--- config.mk ---
export PLATFORM = sky130hd
export DESIGN_NAME = atc_calib
export DESIGN_NICKNAME = d
export VERILOG_FILES = /design/src/core/atc_pkg.sv /design/src/core/atc_calib.sv
export VERILOG_INCLUDE_DIRS = /design/src /design/src/core
export SDC_FILE = /design/constraint.sdc
export NUM_CORES = 1
export LEC_CHECK = 0
export BUFFER_PORTS_ARGS = -buffer_cell sky130_fd_sc_hd__buf_2
export CAP_MARGIN = 10
export CELL_PAD_IN_SITES_DETAIL_PLACEMENT = 0
export CELL_PAD_IN_SITES_GLOBAL_PLACEMENT = 2
export CORE_UTILIZATION = 41
export CTS_BUF_LIST = sky130_fd_sc_hd__clkbuf_16
export DETAILED_ROUTE_END_ITERATION = 7
export HOLD_SLACK_MARGIN = 0.12
export PLACE_DENSITY = 0.86
export RECOVER_POWER = 50
export SETUP_SLACK_MARGIN = 0.5
export SYNTH_ARGS = -nofsm -noshare
export SYNTH_HDL_FRONTEND = slang
export SYNTH_SLANG_ARGS = --single-unit
--- constraint.sdc ---
create_clock -name clk -period 23 [get_ports clk]
set_clock_uncertainty 0.15 [all_clocks]
set_input_delay 2.3 -clock clk [delete_from_list [all_inputs] [get_ports clk]]
set_output_delay 2.3 -clock clk [all_outputs]
set_load 0.05 [all_outputs]
--- src/core/atc_defines.svh ---
// Register map, field positions, reset values and limits of the aux/temperature calibration path
`ifndef ATC_DEFINES_SVH
`define ATC_DEFINES_SVH

// ==========================================================
// Register byte offsets
`define ATC_OFF_AUX_OFFSET 8'h00
`define ATC_OFF_AUX_GAIN 8'h04
`define ATC_OFF_AUX_RESULT 8'h08
`define ATC_OFF_TEMP_CODE 8'h0C
`define ATC_OFF_CONV_CFG 8'h10
`define ATC_OFF_IRQ_STATUS 8'h14
`define ATC_OFF_IRQ_CLEAR 8'h18
`define ATC_OFF_IRQ_ENABLE 8'h1C
`define ATC_OFF_CONTROL 8'h20

// ==========================================================
// Status / enable / clear bit positions
`define ATC_EV_AUX_DONE 0
`define ATC_EV_TEMP_DONE 1
`define ATC_EV_OFFSET_OVF 2
`define ATC_EV_RESULT_OVF 3
`define ATC_EV_W 4

// Control bit positions
`define ATC_CTRL_ENABLE 0

// ==========================================================
// Reset values
`define ATC_RST_AUX_OFFSET 17'h00000
`define ATC_RST_AUX_GAIN 17'h10000
`define ATC_RST_CONV_CFG 6'h00
`define ATC_RST_CONTROL 1'h1
`define ATC_RST_IRQ_ENABLE 4'h0

// ==========================================================
// Arithmetic constants
`define ATC_DROP_BITS 2
`define ATC_GAIN_SHIFT 16
`define ATC_ROUND_POS 35'sh0000_8000
`define ATC_ROUND_NEG 35'sh0000_7FFF
`define ATC_AUX_MIN 16'h8000
`define ATC_AUX_MAX 16'h7FFF
`define ATC_TEMP_MIN 10'h34C
`define ATC_TEMP_MAX 10'h1FF

// Fixed converter settings used while the temperature channel converts
`define ATC_FIX_REF_SELECT 1'h0
`define ATC_FIX_ADC_GAIN 2'h0
`define ATC_FIX_PRE_GAIN 2'h0
`define ATC_FIX_PRE_AMP_EN 1'h0

`endif

--- src/core/atc_pkg.sv ---
// Types shared by the aux/temperature calibration path
package atc_pkg;

    // ==========================================================
    // Channel carried with each filter sample
    typedef enum logic {
        ATC_CH_AUX,
        ATC_CH_TEMP
    } atc_channel_type;

    // One decimation-filter output word
    typedef struct packed {
        atc_channel_type channel;
        logic [18:0] data;
    } atc_sample_type;

    // Converter settings handed to the analog front end
    typedef struct packed {
        logic pre_amp_enable;
        logic [1:0] pre_gain;
        logic [1:0] adc_gain;
        logic reference_select;
    } atc_conv_cfg_type;

endpackage : atc_pkg

--- src/core/atc_calib.sv ---
// Aux offset/gain calibration and temperature code conversion with an APB register file
//
// Chosen here: the register addresses and the APB slave port.
`timescale 1ns/100ps
`include "atc_defines.svh"

//
// Contract
// - Aux offset-corrected value is raw result shifted right two bits minus offset coefficient.
// - Offset-corrected value outside signed 17-bit range sets the offset overflow flag.
// - Multiply corrected value by gain coefficient, divide by 2^16, round to integer.
// - Aux result beyond signed 16 bits sets result overflow and saturates to 0x8000/0x7FFF.
// - Calibrated aux result is stored as a 16-bit value in its result register.
// - Temperature raw result becomes a signed 10-bit code, quarter degree per LSB.
// - Temperature code limited to 0x34C..0x1FF; outside sets result overflow and clamps.
// - Temperature conversion uses fixed reference, converter and preamplifier gain settings.
// - Raw conversion result is a signed 19-bit value, -262144 to +262143.
module atc_calib #(
    parameter int TEMP_SHIFT = 8,
    parameter logic signed [11:0] TEMP_OFFSET = 12'sh000
) (
    input wire logic clk,
    input wire logic srst,
    input wire logic psel,
    input wire logic penable,
    input wire logic pwrite,
    input wire logic [7:0] paddr,
    input wire logic [31:0] pwdata,
    output logic [31:0] prdata,
    output logic pready,
    output logic pslverr,
    input wire atc_pkg::atc_sample_type raw_conversion_result,
    input wire logic raw_valid,
    input wire logic temp_conv_active,
    output atc_pkg::atc_conv_cfg_type conv_cfg,
    output logic [15:0] aux_calibrated_result,
    output logic [9:0] temperature_code,
    output logic offset_overflow_flag,
    output logic result_overflow_flag,
    output logic aux_done,
    output logic temp_done,
    output logic irq
);

    // ==========================================================
    // Register state
    logic [16:0] aux_offset_coefficient_reg, aux_offset_coefficient_next;
    logic [16:0] aux_gain_coefficient_reg, aux_gain_coefficient_next;
    atc_pkg::atc_conv_cfg_type user_cfg_reg, user_cfg_next;
    atc_pkg::atc_conv_cfg_type conv_cfg_reg, conv_cfg_next;
    logic enable_reg, enable_next;
    logic [`ATC_EV_W-1:0] irq_enable_reg, irq_enable_next;
    logic [`ATC_EV_W-1:0] status_reg, status_next;
    logic [15:0] aux_result_reg, aux_result_next;
    logic [9:0] temp_code_reg, temp_code_next;
    logic aux_done_reg, aux_done_next;
    logic temp_done_reg, temp_done_next;
    logic [31:0] prdata_reg, prdata_next;
    logic pslverr_reg, pslverr_next;

    // ==========================================================
    // Aux datapath signals
    logic signed [16:0] raw_div4;
    logic signed [17:0] offset_diff_wide;
    logic signed [16:0] offset_corrected_value;
    logic offset_ovf;
    logic signed [34:0] gain_product;
    logic signed [34:0] product_rounded;
    logic signed [34:0] product_scaled;
    logic result_ovf_aux;
    logic [15:0] aux_sat;

    // ==========================================================
    // Temperature datapath signals
    logic signed [18:0] temp_shifted;
    logic signed [19:0] temp_sum;
    logic signed [19:0] temp_min_wide;
    logic signed [19:0] temp_max_wide;
    logic result_ovf_temp;
    logic [9:0] temp_clamped;

    // ==========================================================
    // Bus phase decode
    logic setup_phase;
    logic write_access;
    logic sample_aux;
    logic sample_temp;
    logic [`ATC_EV_W-1:0] event_set;
    logic [`ATC_EV_W-1:0] event_clear;

    // APB phases: read data is latched in setup so it leaves a flop in access
    always_comb begin
        setup_phase = psel && !penable;
        write_access = psel && penable && pwrite;
    end

    // Samples only count while the path is enabled by software
    always_comb begin
        sample_aux = raw_valid && enable_reg &&
                     (raw_conversion_result.channel == atc_pkg::ATC_CH_AUX);
        sample_temp = raw_valid && enable_reg &&
                      (raw_conversion_result.channel == atc_pkg::ATC_CH_TEMP);
    end

    // ==========================================================
    // Aux offset correction
    // The 19-bit raw word is taken as signed over its full span
    always_comb begin
        raw_div4 = raw_conversion_result.data[18:`ATC_DROP_BITS];
        offset_diff_wide = {raw_div4[16], raw_div4} -
                           {aux_offset_coefficient_reg[16], aux_offset_coefficient_reg};
        offset_ovf = (offset_diff_wide[17] != offset_diff_wide[16]);
        offset_corrected_value = offset_diff_wide[16:0];
    end

    // ==========================================================
    // Aux gain scaling; gain is unsigned, so a zero sign bit is prepended
    // Negative products add one less than half so halves move away from zero
    always_comb begin
        gain_product = offset_corrected_value *
                       $signed({1'b0, aux_gain_coefficient_reg});
        product_rounded = gain_product + (gain_product[34] ? `ATC_ROUND_NEG
                                                           : `ATC_ROUND_POS);
        product_scaled = product_rounded >>> `ATC_GAIN_SHIFT;
    end

    // Saturation: anything whose upper bits are not a sign copy is out of range
    always_comb begin
        result_ovf_aux = !((&product_scaled[34:15]) || !(|product_scaled[34:15]));
        if (!result_ovf_aux) begin
            aux_sat = product_scaled[15:0];
        end else if (product_scaled[34]) begin
            aux_sat = `ATC_AUX_MIN;
        end else begin
            aux_sat = `ATC_AUX_MAX;
        end
    end

    // ==========================================================
    // Temperature conversion; shift and offset set the quarter-degree scale
    always_comb begin
        temp_shifted = $signed(raw_conversion_result.data) >>> TEMP_SHIFT;
        temp_sum = {temp_shifted[18], temp_shifted} +
                   20'(TEMP_OFFSET);
        temp_min_wide = $signed({{10{1'b1}}, `ATC_TEMP_MIN});
        temp_max_wide = $signed({10'h000, `ATC_TEMP_MAX});
        result_ovf_temp = 1'b0;
        if (temp_sum < temp_min_wide) begin
            temp_clamped = `ATC_TEMP_MIN;
            result_ovf_temp = 1'b1;
        end else if (temp_sum > temp_max_wide) begin
            temp_clamped = `ATC_TEMP_MAX;
            result_ovf_temp = 1'b1;
        end else begin
            temp_clamped = temp_sum[9:0];
        end
    end

    // ==========================================================
    // Result registers; an offset overflow still stores the scaled value,
    // flagged as untrustworthy rather than silently dropped
    always_comb begin
        aux_result_next = aux_result_reg;
        temp_code_next = temp_code_reg;
        aux_done_next = sample_aux;
        temp_done_next = sample_temp;
        if (sample_aux) begin
            aux_result_next = aux_sat;
        end
        if (sample_temp) begin
            temp_code_next = temp_clamped;
        end
    end

    always_ff @(posedge clk) begin
        if (srst) begin
            aux_result_reg <= 16'h0000;
            temp_code_reg <= 10'h000;
            aux_done_reg <= 1'b0;
            temp_done_reg <= 1'b0;
        end else begin
            aux_result_reg <= aux_result_next;
            temp_code_reg <= temp_code_next;
            aux_done_reg <= aux_done_next;
            temp_done_reg <= temp_done_next;
        end
    end

    // ==========================================================
    // Converter settings: fixed values override user fields during temperature
    // conversion; registered so the front end never sees a decode glitch
    always_comb begin
        if (temp_conv_active) begin
            conv_cfg_next.reference_select = `ATC_FIX_REF_SELECT;
            conv_cfg_next.adc_gain = `ATC_FIX_ADC_GAIN;
            conv_cfg_next.pre_gain = `ATC_FIX_PRE_GAIN;
            conv_cfg_next.pre_amp_enable = `ATC_FIX_PRE_AMP_EN;
        end else begin
            conv_cfg_next = user_cfg_reg;
        end
    end

    always_ff @(posedge clk) begin
        if (srst) begin
            conv_cfg_reg <= atc_pkg::atc_conv_cfg_type'(`ATC_RST_CONV_CFG);
        end else begin
            conv_cfg_reg <= conv_cfg_next;
        end
    end

    // ==========================================================
    // Sticky event status; a set in the same cycle as a clear wins
    always_comb begin
        event_set = '0;
        event_set[`ATC_EV_AUX_DONE] = sample_aux;
        event_set[`ATC_EV_TEMP_DONE] = sample_temp;
        event_set[`ATC_EV_OFFSET_OVF] = sample_aux && offset_ovf;
        event_set[`ATC_EV_RESULT_OVF] = (sample_aux && result_ovf_aux) ||
                                         (sample_temp && result_ovf_temp);
        event_clear = '0;
        if (write_access && paddr == `ATC_OFF_IRQ_CLEAR) begin
            event_clear = pwdata[`ATC_EV_W-1:0];
        end
        status_next = (status_reg & ~event_clear) | event_set;
    end

    always_ff @(posedge clk) begin
        if (srst) begin
            status_reg <= '0;
        end else begin
            status_reg <= status_next;
        end
    end

    // ==========================================================
    // Writable registers; address decode as an if chain
    always_comb begin
        aux_offset_coefficient_next = aux_offset_coefficient_reg;
        aux_gain_coefficient_next = aux_gain_coefficient_reg;
        user_cfg_next = user_cfg_reg;
        enable_next = enable_reg;
        irq_enable_next = irq_enable_reg;
        if (write_access) begin
            if (paddr == `ATC_OFF_AUX_OFFSET) begin
                aux_offset_coefficient_next = pwdata[16:0];
            end else if (paddr == `ATC_OFF_AUX_GAIN) begin
                aux_gain_coefficient_next = pwdata[16:0];
            end else if (paddr == `ATC_OFF_CONV_CFG) begin
                user_cfg_next = atc_pkg::atc_conv_cfg_type'(pwdata[5:0]);
            end else if (paddr == `ATC_OFF_IRQ_ENABLE) begin
                irq_enable_next = pwdata[`ATC_EV_W-1:0];
            end else if (paddr == `ATC_OFF_CONTROL) begin
                enable_next = pwdata[`ATC_CTRL_ENABLE];
            end
        end
    end

    always_ff @(posedge clk) begin
        if (srst) begin
            aux_offset_coefficient_reg <= `ATC_RST_AUX_OFFSET;
            aux_gain_coefficient_reg <= `ATC_RST_AUX_GAIN;
            user_cfg_reg <= atc_pkg::atc_conv_cfg_type'(`ATC_RST_CONV_CFG);
            enable_reg <= `ATC_RST_CONTROL;
            irq_enable_reg <= `ATC_RST_IRQ_ENABLE;
        end else begin
            aux_offset_coefficient_reg <= aux_offset_coefficient_next;
            aux_gain_coefficient_reg <= aux_gain_coefficient_next;
            user_cfg_reg <= user_cfg_next;
            enable_reg <= enable_next;
            irq_enable_reg <= irq_enable_next;
        end
    end

    // ==========================================================
    // Read mux, captured in the setup cycle; unmapped offsets answer with
    // zero data and an error; the clear register reads as zero
    always_comb begin
        prdata_next = prdata_reg;
        pslverr_next = pslverr_reg;
        if (setup_phase) begin
            prdata_next = 32'h0000_0000;
            pslverr_next = 1'b0;
            if (paddr == `ATC_OFF_AUX_OFFSET) begin
                prdata_next[16:0] = aux_offset_coefficient_reg;
            end else if (paddr == `ATC_OFF_AUX_GAIN) begin
                prdata_next[16:0] = aux_gain_coefficient_reg;
            end else if (paddr == `ATC_OFF_AUX_RESULT) begin
                prdata_next[15:0] = aux_result_reg;
            end else if (paddr == `ATC_OFF_TEMP_CODE) begin
                prdata_next[9:0] = temp_code_reg;
            end else if (paddr == `ATC_OFF_CONV_CFG) begin
                prdata_next[5:0] = user_cfg_reg;
            end else if (paddr == `ATC_OFF_IRQ_STATUS) begin
                prdata_next[`ATC_EV_W-1:0] = status_reg;
            end else if (paddr == `ATC_OFF_IRQ_CLEAR) begin
                prdata_next = 32'h0000_0000;
            end else if (paddr == `ATC_OFF_IRQ_ENABLE) begin
                prdata_next[`ATC_EV_W-1:0] = irq_enable_reg;
            end else if (paddr == `ATC_OFF_CONTROL) begin
                prdata_next[`ATC_CTRL_ENABLE] = enable_reg;
            end else begin
                pslverr_next = 1'b1;
            end
        end
    end

    always_ff @(posedge clk) begin
        if (srst) begin
            prdata_reg <= 32'h0000_0000;
            pslverr_reg <= 1'b0;
        end else begin
            prdata_reg <= prdata_next;
            pslverr_reg <= pslverr_next;
        end
    end

    // ==========================================================
    // Outputs; every access completes in its first access cycle
    assign pready = 1'b1;
    assign prdata = prdata_reg;
    assign pslverr = pslverr_reg;
    assign conv_cfg = conv_cfg_reg;
    assign aux_calibrated_result = aux_result_reg;
    assign temperature_code = temp_code_reg;
    assign offset_overflow_flag = status_reg[`ATC_EV_OFFSET_OVF];
    assign result_overflow_flag = status_reg[`ATC_EV_RESULT_OVF];
    assign aux_done = aux_done_reg;
    assign temp_done = temp_done_reg;
    assign irq = |(status_reg & irq_enable_reg); // Level, not a pulse

endmodule : atc_calib

Word level (Yosys, flattened, before mapping)
Cells that the tools add are included.
Widths: inputs -> output; s select.
{"block": "word_totals", "reg_bits": 116, "elab_cells": 105, "out_inout_bits": 71, "in_bits": 67}
{"block": "op_classes", "addsub": 2, "n_lt_le_gt_ge": 2, "n_eq_ne": 9, "multipliers": 1, "bitwise": 9, "reduce_logical": 25, "mux": 38}
{"operator": "$mux 28", "count": 6}
{"operator": "$mux 16", "count": 5}
{"operator": "$add 35x17->35", "count": 1}
{"operator": "$mul 17x18->35", "count": 1}
{"operator": "$mux 17", "count": 2}
{"operator": "$eq 8x5->1 const B", "count": 4}
{"operator": "$mux 10", "count": 3}
{"operator": "$mux 15", "count": 2}
{"operator": "$mux 26", "count": 1}
{"operator": "$mux 22", "count": 1}
{"operator": "$sub 17x17->18", "count": 1}
{"operator": "$eq 8x4->1 const B", "count": 2}
{"operator": "$mux 1", "count": 13}
{"operator": "$mux 4", "count": 3}
{"operator": "$gt 11x10->1 const B", "count": 1}
{"operator": "$lt 11x9->1 const B", "count": 1}
{"operator": "$logic_and 1x1->1", "count": 10}
{"operator": "$and 4x4->4", "count": 2}
{"operator": "$eq 8x3->1 const B", "count": 1}
{"operator": "$eq 8x6->1 const B", "count": 1}
{"operator": "$logic_not 8->1", "count": 1}
{"operator": "$reduce_and 4->1", "count": 2}
{"operator": "$reduce_or 4->1", "count": 2}
{"operator": "$mux 6", "count": 1}
{"operator": "12 further kinds", "count": 19}

Longest topological paths before layout
Gate-level depths: netlist (run 1).
{"block": "logic_depth", "word_depth": 12, "depth_mapped": 49, "depth_no_buf": 46}

Worst setup path before layout (run 1)
Ideal clock, no wire load.
{"block": "synth_timing", "kind": "input to register", "start": "in raw_conversion_result[2] (netlist name)", "end": "reg aux_result_reg[9], in the netlist aux_calibrated_result[9]", "required_ns": 22.731, "path_slack_ns": 10.274, "n_path_buf": 3, "t_arrival_ns": 12.458, "cell_stages": 47, "setup_time_ns": 0.119, "cell_sequence": "inv_1 ha_1 fa_1 nor2b_1 o21ai_0 a21boi_0 o21a_1 o21ai_0 a21oi_1 nor3_1 o41a_1 o21ai_0 xnor2_1 inv_1 nand2b_1 fa_1 fa_1 inv_1 [... 11 more ...] nand2_1 o211ai_1 xnor2_1 inv_1 ha_1 a211o_1 a21oi_1 a21oi_1 nor4_1 a221oi_1 o41ai_1 o21a_1 buf_2 nor3_1 o21bai_1 nand2_1 clkbuf_1 o221a_1"}
{"block": "synth_via", "elab_chain_cells": 8}
{"element": "start, declared", "line": "atc_calib.sv:32", "rtl": "input wire atc_pkg::atc_sample_type raw_conversion_result,"}
{"element": "$sub 17x17->18 *", "line": "atc_calib.sv:110", "rtl": "offset_diff_wide = {raw_div4[16], raw_div4} -"}
{"element": "$mul 17x18->35 *", "line": "atc_calib.sv:120", "rtl": "gain_product = offset_corrected_value *"}
{"element": "$mux 16 (no source line)"}
{"element": "$add 35x17->35 *", "line": "atc_calib.sv:122", "rtl": "product_rounded = gain_product + (gain_product[34] ? `ATC_ROUND_NEG"}
{"element": "$reduce_or 4->1", "line": "atc_calib.sv:129", "rtl": "result_ovf_aux = !((&product_scaled[34:15]) || !(|product_scaled[34:15]));"}
{"element": "$logic_not 1->1", "line": "atc_calib.sv:129"}
{"element": "$logic_or 1x1->1", "line": "atc_calib.sv:129"}
{"element": "$mux 16 *", "line": "atc_calib.sv:130", "rtl": "if (!result_ovf_aux) begin"}
{"element": "end signal, assigned", "line": "atc_calib.sv:182", "rtl": "aux_result_reg <= aux_result_next;"}
{"element": "end, declared", "line": "atc_calib.sv:54", "rtl": "logic [15:0] aux_result_reg, aux_result_next;"}
Mark *: on every way between the ends. The rest lies on a longest branch, timed or not.
A chain may end at the register's enable or synchronous reset.

Worst setup path after layout (run 1)
{"block": "layout_timing", "start": "in raw_conversion_result[2] (netlist name)", "end": "reg aux_result_reg[3], in the netlist aux_calibrated_result[3]"}
Same word-level chain as after synthesis.

==> impl_metrics.yaml, run 1 <==
synth:
  syn-instance-count: 2051
  ys_seq_area_frac: 0.121
  synth_edf_count: 0
  synth_top_cell_by_area: "fa_1"
  synthMostInstantiatedCell: "nand2_1"
  synth_common_cells: "nand2_1 (328), inv_1 (322), fa_1 (225)"
  yosys.area.top_type_share: 0.270
  syn-cell-area_um2: 16700
  synthDistinctLibCells: 82
  synth_warnings: 0
  ys_seq_elements: 101
  synth_flop_cell: "dfxtp_1"
  synth.area.top_cells: "fa_1 (27%), dfxtp_1 (12%), ha_1 (11%)"
  async_flop_share: 0
  synth_area_per_cell_um2: 8.12
detailed_routing:
  final_antenna_net_count: 0
  post-route-drc-count: 0
  drt_iter0_markers: 986
  wl_um: 48000
  vias: 13870
  wl_per_cell_um: 18.4
  vias_per_cell: 5.31
  firstDrtPassIters: 5
worst_hold_path:
  min-delay-path-class: "flop to flop"
global_route:
  grt_use_met1: 0.350
  antenna_found_initial: 1
  grt_pass1_vias: 13742
  met2_usage: 0.381
  grt_pass1_wl_um: 77300
  grt.busiest_layer: "met2"
  grt_util_met3: 0.0254
  overflow: 0
  grt.total_usage: 0.238
  grt_max_degree: 51
floorplanning:
  dieArea_um2: 41400
  fp.coreArea_um2: 39900
  start_util: 0.417
  die_y_um: 204
  die_w_um: 204
  ios: 138
  row_count: 73
clock_tree:
  clkSinkCount: 101
  root_buffer: "clkbuf_16"
  h-tree-depth: 3
  cts_buffer_depth: 2
  cts_hold_buf: 0
  insertion_delay_ps: 360
  clk_transition_reported_paths_ps: 70
  postCtsSetupBuffers: 0
  numCtsBuffers: 9
  post_cts_resize_count: 0
  cts_tree: "yes"
setup_path:
  path_max_fanout: 11
  cp_slowest_stage_delay_ps: 640
  startpoint_type: "input pin"
  crit_required_ps: 23100
  critPathKind: "input pin to flop"
  crit_path_end_kind: "flop"
  cp_slowest_cell: "o41ai_1"
  crit_arrival_ps: 14530
  cpMostUsedCell: "fa_1"
power_and_ir_drop:
  power_uw: 733
  pwr-share-clk: 0.212
  comb_power_share: 0.530
  power_density_nw_per_um2: 41.2
  ir_worst_vdd_mv: 0.0420
  switching_power_uw: 344
  switching_share: 0.469
  pwr-share-seq: 0.258
  p_leak_uw: 0.00831
  internal_power_uw: 390
placed_design:
  dp_hpwl_um: 38200
  numPortBuffers: 104
  dpl-instance-area_um2: 17600
  gp_congestion: 0.853
timing:
  max_freq_mhz: 69.3
  report.final.slew_viol_count: 86
  final_hold_viol_count: 0
  finalSetupTns_ps: 0
  relSlewSlack: -0.578
  worst_pin_slew_ps: 2370
  period_needed_ps: 14430
  period_share: 0.628
  rsz0062_at_grt: "no"
  setup_violations: 0
layout:
  fill_cells: 4064
  fin_area_um2: 17800
  fin_nets: 2524
  drive_gt1_frac: 0.0590
  area_growth_pct: 6.95
run_status:
  violations: "max-capacitance violations, max-slew violations"
  status: "finished with violations"
flow_run:
  drv_cap: 2
layout by cell type (no fill, tap or decap), types with 9 or more instances in the layout:
cell type	synthesis	final
xor2_1	16	13
inv_1	322	322
fa_1	225	225
ha_1	152	152
nand2b_1	31	31
o221a_1	11	11
a31oi_1	11	11
nor2_1	98	95
nor3_1	46	44
a211oi_1	13	13
conb_1	2	16
nand3_1	30	30
and3_1	12	12
dfxtp_1	101	101
xnor2_1	24	21
clkbuf_16	0	9
and2_1	93	87
buf_2	8	46
clkbuf_1	92	59
a211o_1	11	11
a21o_1	17	17
mux2i_1	44	44
nor2b_1	42	42
buf_4	17	22
mux2_2	11	11
o21ai_1	10	10
nand2_1	328	328
a21oi_1	105	104
o21ai_0	35	35
logic make-up after synthesis:
kind of cell | after synthesis | synth area share
compound gates | 300 | 0.122
other cells | 2 | 0.000451
buf+inv | 446 | 0.106
xor+xnor | 40 | 0.0210
mux | 56 | 0.0352
simple gates | 729 | 0.209
fa+ha+maj | 377 | 0.385
flops | 101 | 0.121
per-stage QoR:
stage          instances  hold slack (ps)   util  worst slack, ps
2_1_floorplan       2065              286      -            10270
3_3_place_gp        2593              290  0.440             8410
3_5_place_dp        2593              297  0.440             8290
4_1_cts             2609              308  0.448             8600
5_1_grt             2610              327  0.446             7810
6_report            2611              306  0.446             8570
final timing paths:
| path | startpoint | end | slack (ps) | cells past startpoint |
|---|---|---|---|---|
| worst max-delay path | raw_conversion_result[2] | aux_calibrated_result[3]$_SDFFE_PP0P_ | 8570 | 46 |
| worst max register to register | aux_offset_coefficient_reg[0]$_SDFFE_PP0P_ | aux_calibrated_result[3]$_SDFFE_PP0P_ | 10320 | 44 |
| worst min register to register | aux_offset_coefficient_reg[16]$_SDFFE_PP0P_ | aux_offset_coefficient_reg[16]$_SDFFE_PP0P_ | 310 | 2 |
| worst min-delay path | aux_offset_coefficient_reg[16]$_SDFFE_PP0P_ | aux_offset_coefficient_reg[16]$_SDFFE_PP0P_ | 310 | 2 |
worst max-delay path, delay by kind of cell:
kind	cells	cell delay [ps]
simple gates	8	1210
fa+ha+maj	10	4290
compound gates	18	4980
buf+inv	8	1190
xor+xnor	2	550
per-layer routing:
layer | vias to the layer above | share of wire
met5 | - | 0.00017
met4 | 2 | 0.012
met3 | 28 | 0.047
met2 | 363 | 0.46
met1 | 6845 | 0.48
li1 | 6632 | -
layout make-up:
cell class              count  area, um2  area share
diodes                      1       2.50    0.000140
clock buffers               9        225      0.0126
clock inverters             7       71.3     0.00400
inverters                 322       1210      0.0678
multi-input cells        1518      13000       0.729
flip-flops and latches    101       2020       0.113
well taps                 525        657      0.0369
repair buffers            128        644      0.0362
power groups by stage:
stage | clock network, uW | registers, uW | logic, uW
after detailed placement | 0 | 193 | 386
final | 155 | 189 | 389
after global placement | 0 | 193 | 385
after floorplan | 0 | 211 | 269
after global routing | 163 | 190 | 428
after CTS | 157 | 189 | 390
Power figures use the tool's default switching activity.
==> inputs of run 2 (changes only) <==
CORE_UTILIZATION = 34   (was 41)
PLACE_DENSITY = 0.76   (was 0.86)
clock period = 12.4 ns   (was 23 ns; I/O delays follow)
==> impl_metrics.yaml, run 2 (synthesized netlist as in run 1, its figures left out) <==
run_status:
  status: "finished with violations"
  violations: "max-capacitance violations, max-slew violations"
layout:
  fin_area_um2: 18700
  multi_input_area_um2: 13200
  final_common_cell: "nand2_1"
  final_cell_mix: "nand2_1 (326), inv_1 (317), fa_1 (224), ha_1 (149), dfxtp_1 (101)"
  drive_gt1_frac: 0.106
  ff_latch_area_um2: 2020
  fill_cells: 5018
  antennaDiodeCount: 0
  fin_nets: 2596
  area_growth_pct: 12.5
clock_tree:
  numCtsBuffers: 9
  root_buffer: "clkbuf_16"
  h-tree-depth: 3
  cts_tree: "yes"
  clk_transition_reported_paths_ps: 80
  clkSinkCount: 101
  insertion_delay_ps: 350
  cts_buffer_depth: 2
worst_hold_path:
  min-delay-path-class: "flop to flop"
timing:
  period_needed_ps: 11600
  whs_ps: 307
  setup_violations: 0
  final_hold_viol_count: 0
  relSlewSlack: -0.651
  rsz0062_at_grt: "yes"
  report.final.slew_viol_count: 55
  worst_pin_slew_ps: 2480
  max_freq_mhz: 86.2
  period_share: 0.936
placed_design:
  dp_hpwl_um: 41400
  numPortBuffers: 104
  gp_congestion: 0.885
  dpl-instance-area_um2: 18000
setup_path:
  cp_slowest_stage_delay_ps: 570
  path_max_fanout: 6
  critPathKind: "input pin to flop"
  startpoint_type: "input pin"
  cp_slowest_cell: "fa_1"
  cpMostUsedCell: "fa_1"
  crit_arrival_ps: 11700
  crit_path_end_kind: "flop"
  crit_required_ps: 12500
detailed_routing:
  final_antenna_net_count: 0
  vias: 14232
  wl_um: 52100
  firstDrtPassIters: 5
  wl_per_cell_um: 18.8
  drt_iter0_markers: 718
  vias_per_cell: 5.14
  post-route-drc-count: 0
power_and_ir_drop:
  power_uw: 1460
  p_leak_uw: 0.00874
  power_density_nw_per_um2: 77.9
  ir_worst_vdd_mv: 0.0686
floorplanning:
  fp.coreArea_um2: 48000
  die_w_um: 223
  ios: 138
  row_count: 80
  die_y_um: 223
  dieArea_um2: 49900
  start_util: 0.347
global_route:
  antenna_found_initial: 3
  grt_pass1_wl_um: 82100
  grt.total_usage: 0.212
  overflow: 0
  grt_max_degree: 55
  grt_pass1_vias: 14170
flow_run:
  drv_cap: 1
[run 2: final cells by class]
class	count	share of cell area
Tap cell	615	0.0411
Inverter	322	0.0646
Clock buffer	9	0.0120
Multi-Input combinational cell	1518	0.705
Sequential cell	101	0.108
Clock inverter	6	0.00294
Timing Repair Buffer	200	0.0665
[run 2: path summary, 6_finish.rpt]
| check | startpoint | end | slack (ps) | cells past startpoint |
|---|---|---|---|---|
| worst max-delay path | raw_conversion_result[2] | aux_calibrated_result[11]$_SDFFE_PP0P_ | 800 | 51 |
| worst min-delay path | aux_offset_coefficient_reg[16]$_SDFFE_PP0P_ | aux_offset_coefficient_reg[16]$_SDFFE_PP0P_ | 310 | 2 |
| worst max register to register | aux_offset_coefficient_reg[0]$_SDFFE_PP0P_ | aux_calibrated_result[11]$_SDFFE_PP0P_ | 1420 | 49 |
| worst min register to register | aux_offset_coefficient_reg[16]$_SDFFE_PP0P_ | aux_offset_coefficient_reg[16]$_SDFFE_PP0P_ | 310 | 2 |
[run 2: power breakdown]
part	total, uW	switching, uW	internal, uW
Combinational	831	521	310
Clock	276	137	139
Sequential	352	15.5	336
[run 2: metal layers]
layer  GRT usage  routed length (um)
met4      0.0384                 837
met2       0.346               24100
met1       0.303               24800
met3      0.0269                2350
met5           0                   0
[run 2: critical path: cells and delay by family]
kind	cells	cell delay [ps]
buffers and inverters	13	1340
xor gates and xnor gates	3	680
adders and majority gates	10	4270
AOI/OAI and AO/OA	19	3420
and+or+nand+nor	6	700
[run 2: what timing repair did]
item                                   CTS  global route
cloned                                   0             0
gates resized for setup                  8            63
pin swaps                                7            41
buffers inserted                         1            19
endpoints found under the hold margin    0             0
setup endpoints to repair               17            17
hold buffers                             0             0
[run 2: stage by stage]
step / util / setup TNS, ps / std cells / worst slack [ps]
5_1_grt: 0.390 / 0 / 2771 / 355
2_1_floorplan: - / 0 / 2065 / 734
6_report: 0.390 / 0 / 2771 / 798
3_5_place_dp: 0.376 / -2010 / 2735 / -165
3_3_place_gp: 0.376 / -729 / 2735 / -67.7
4_1_cts: 0.382 / 0 / 2751 / 596
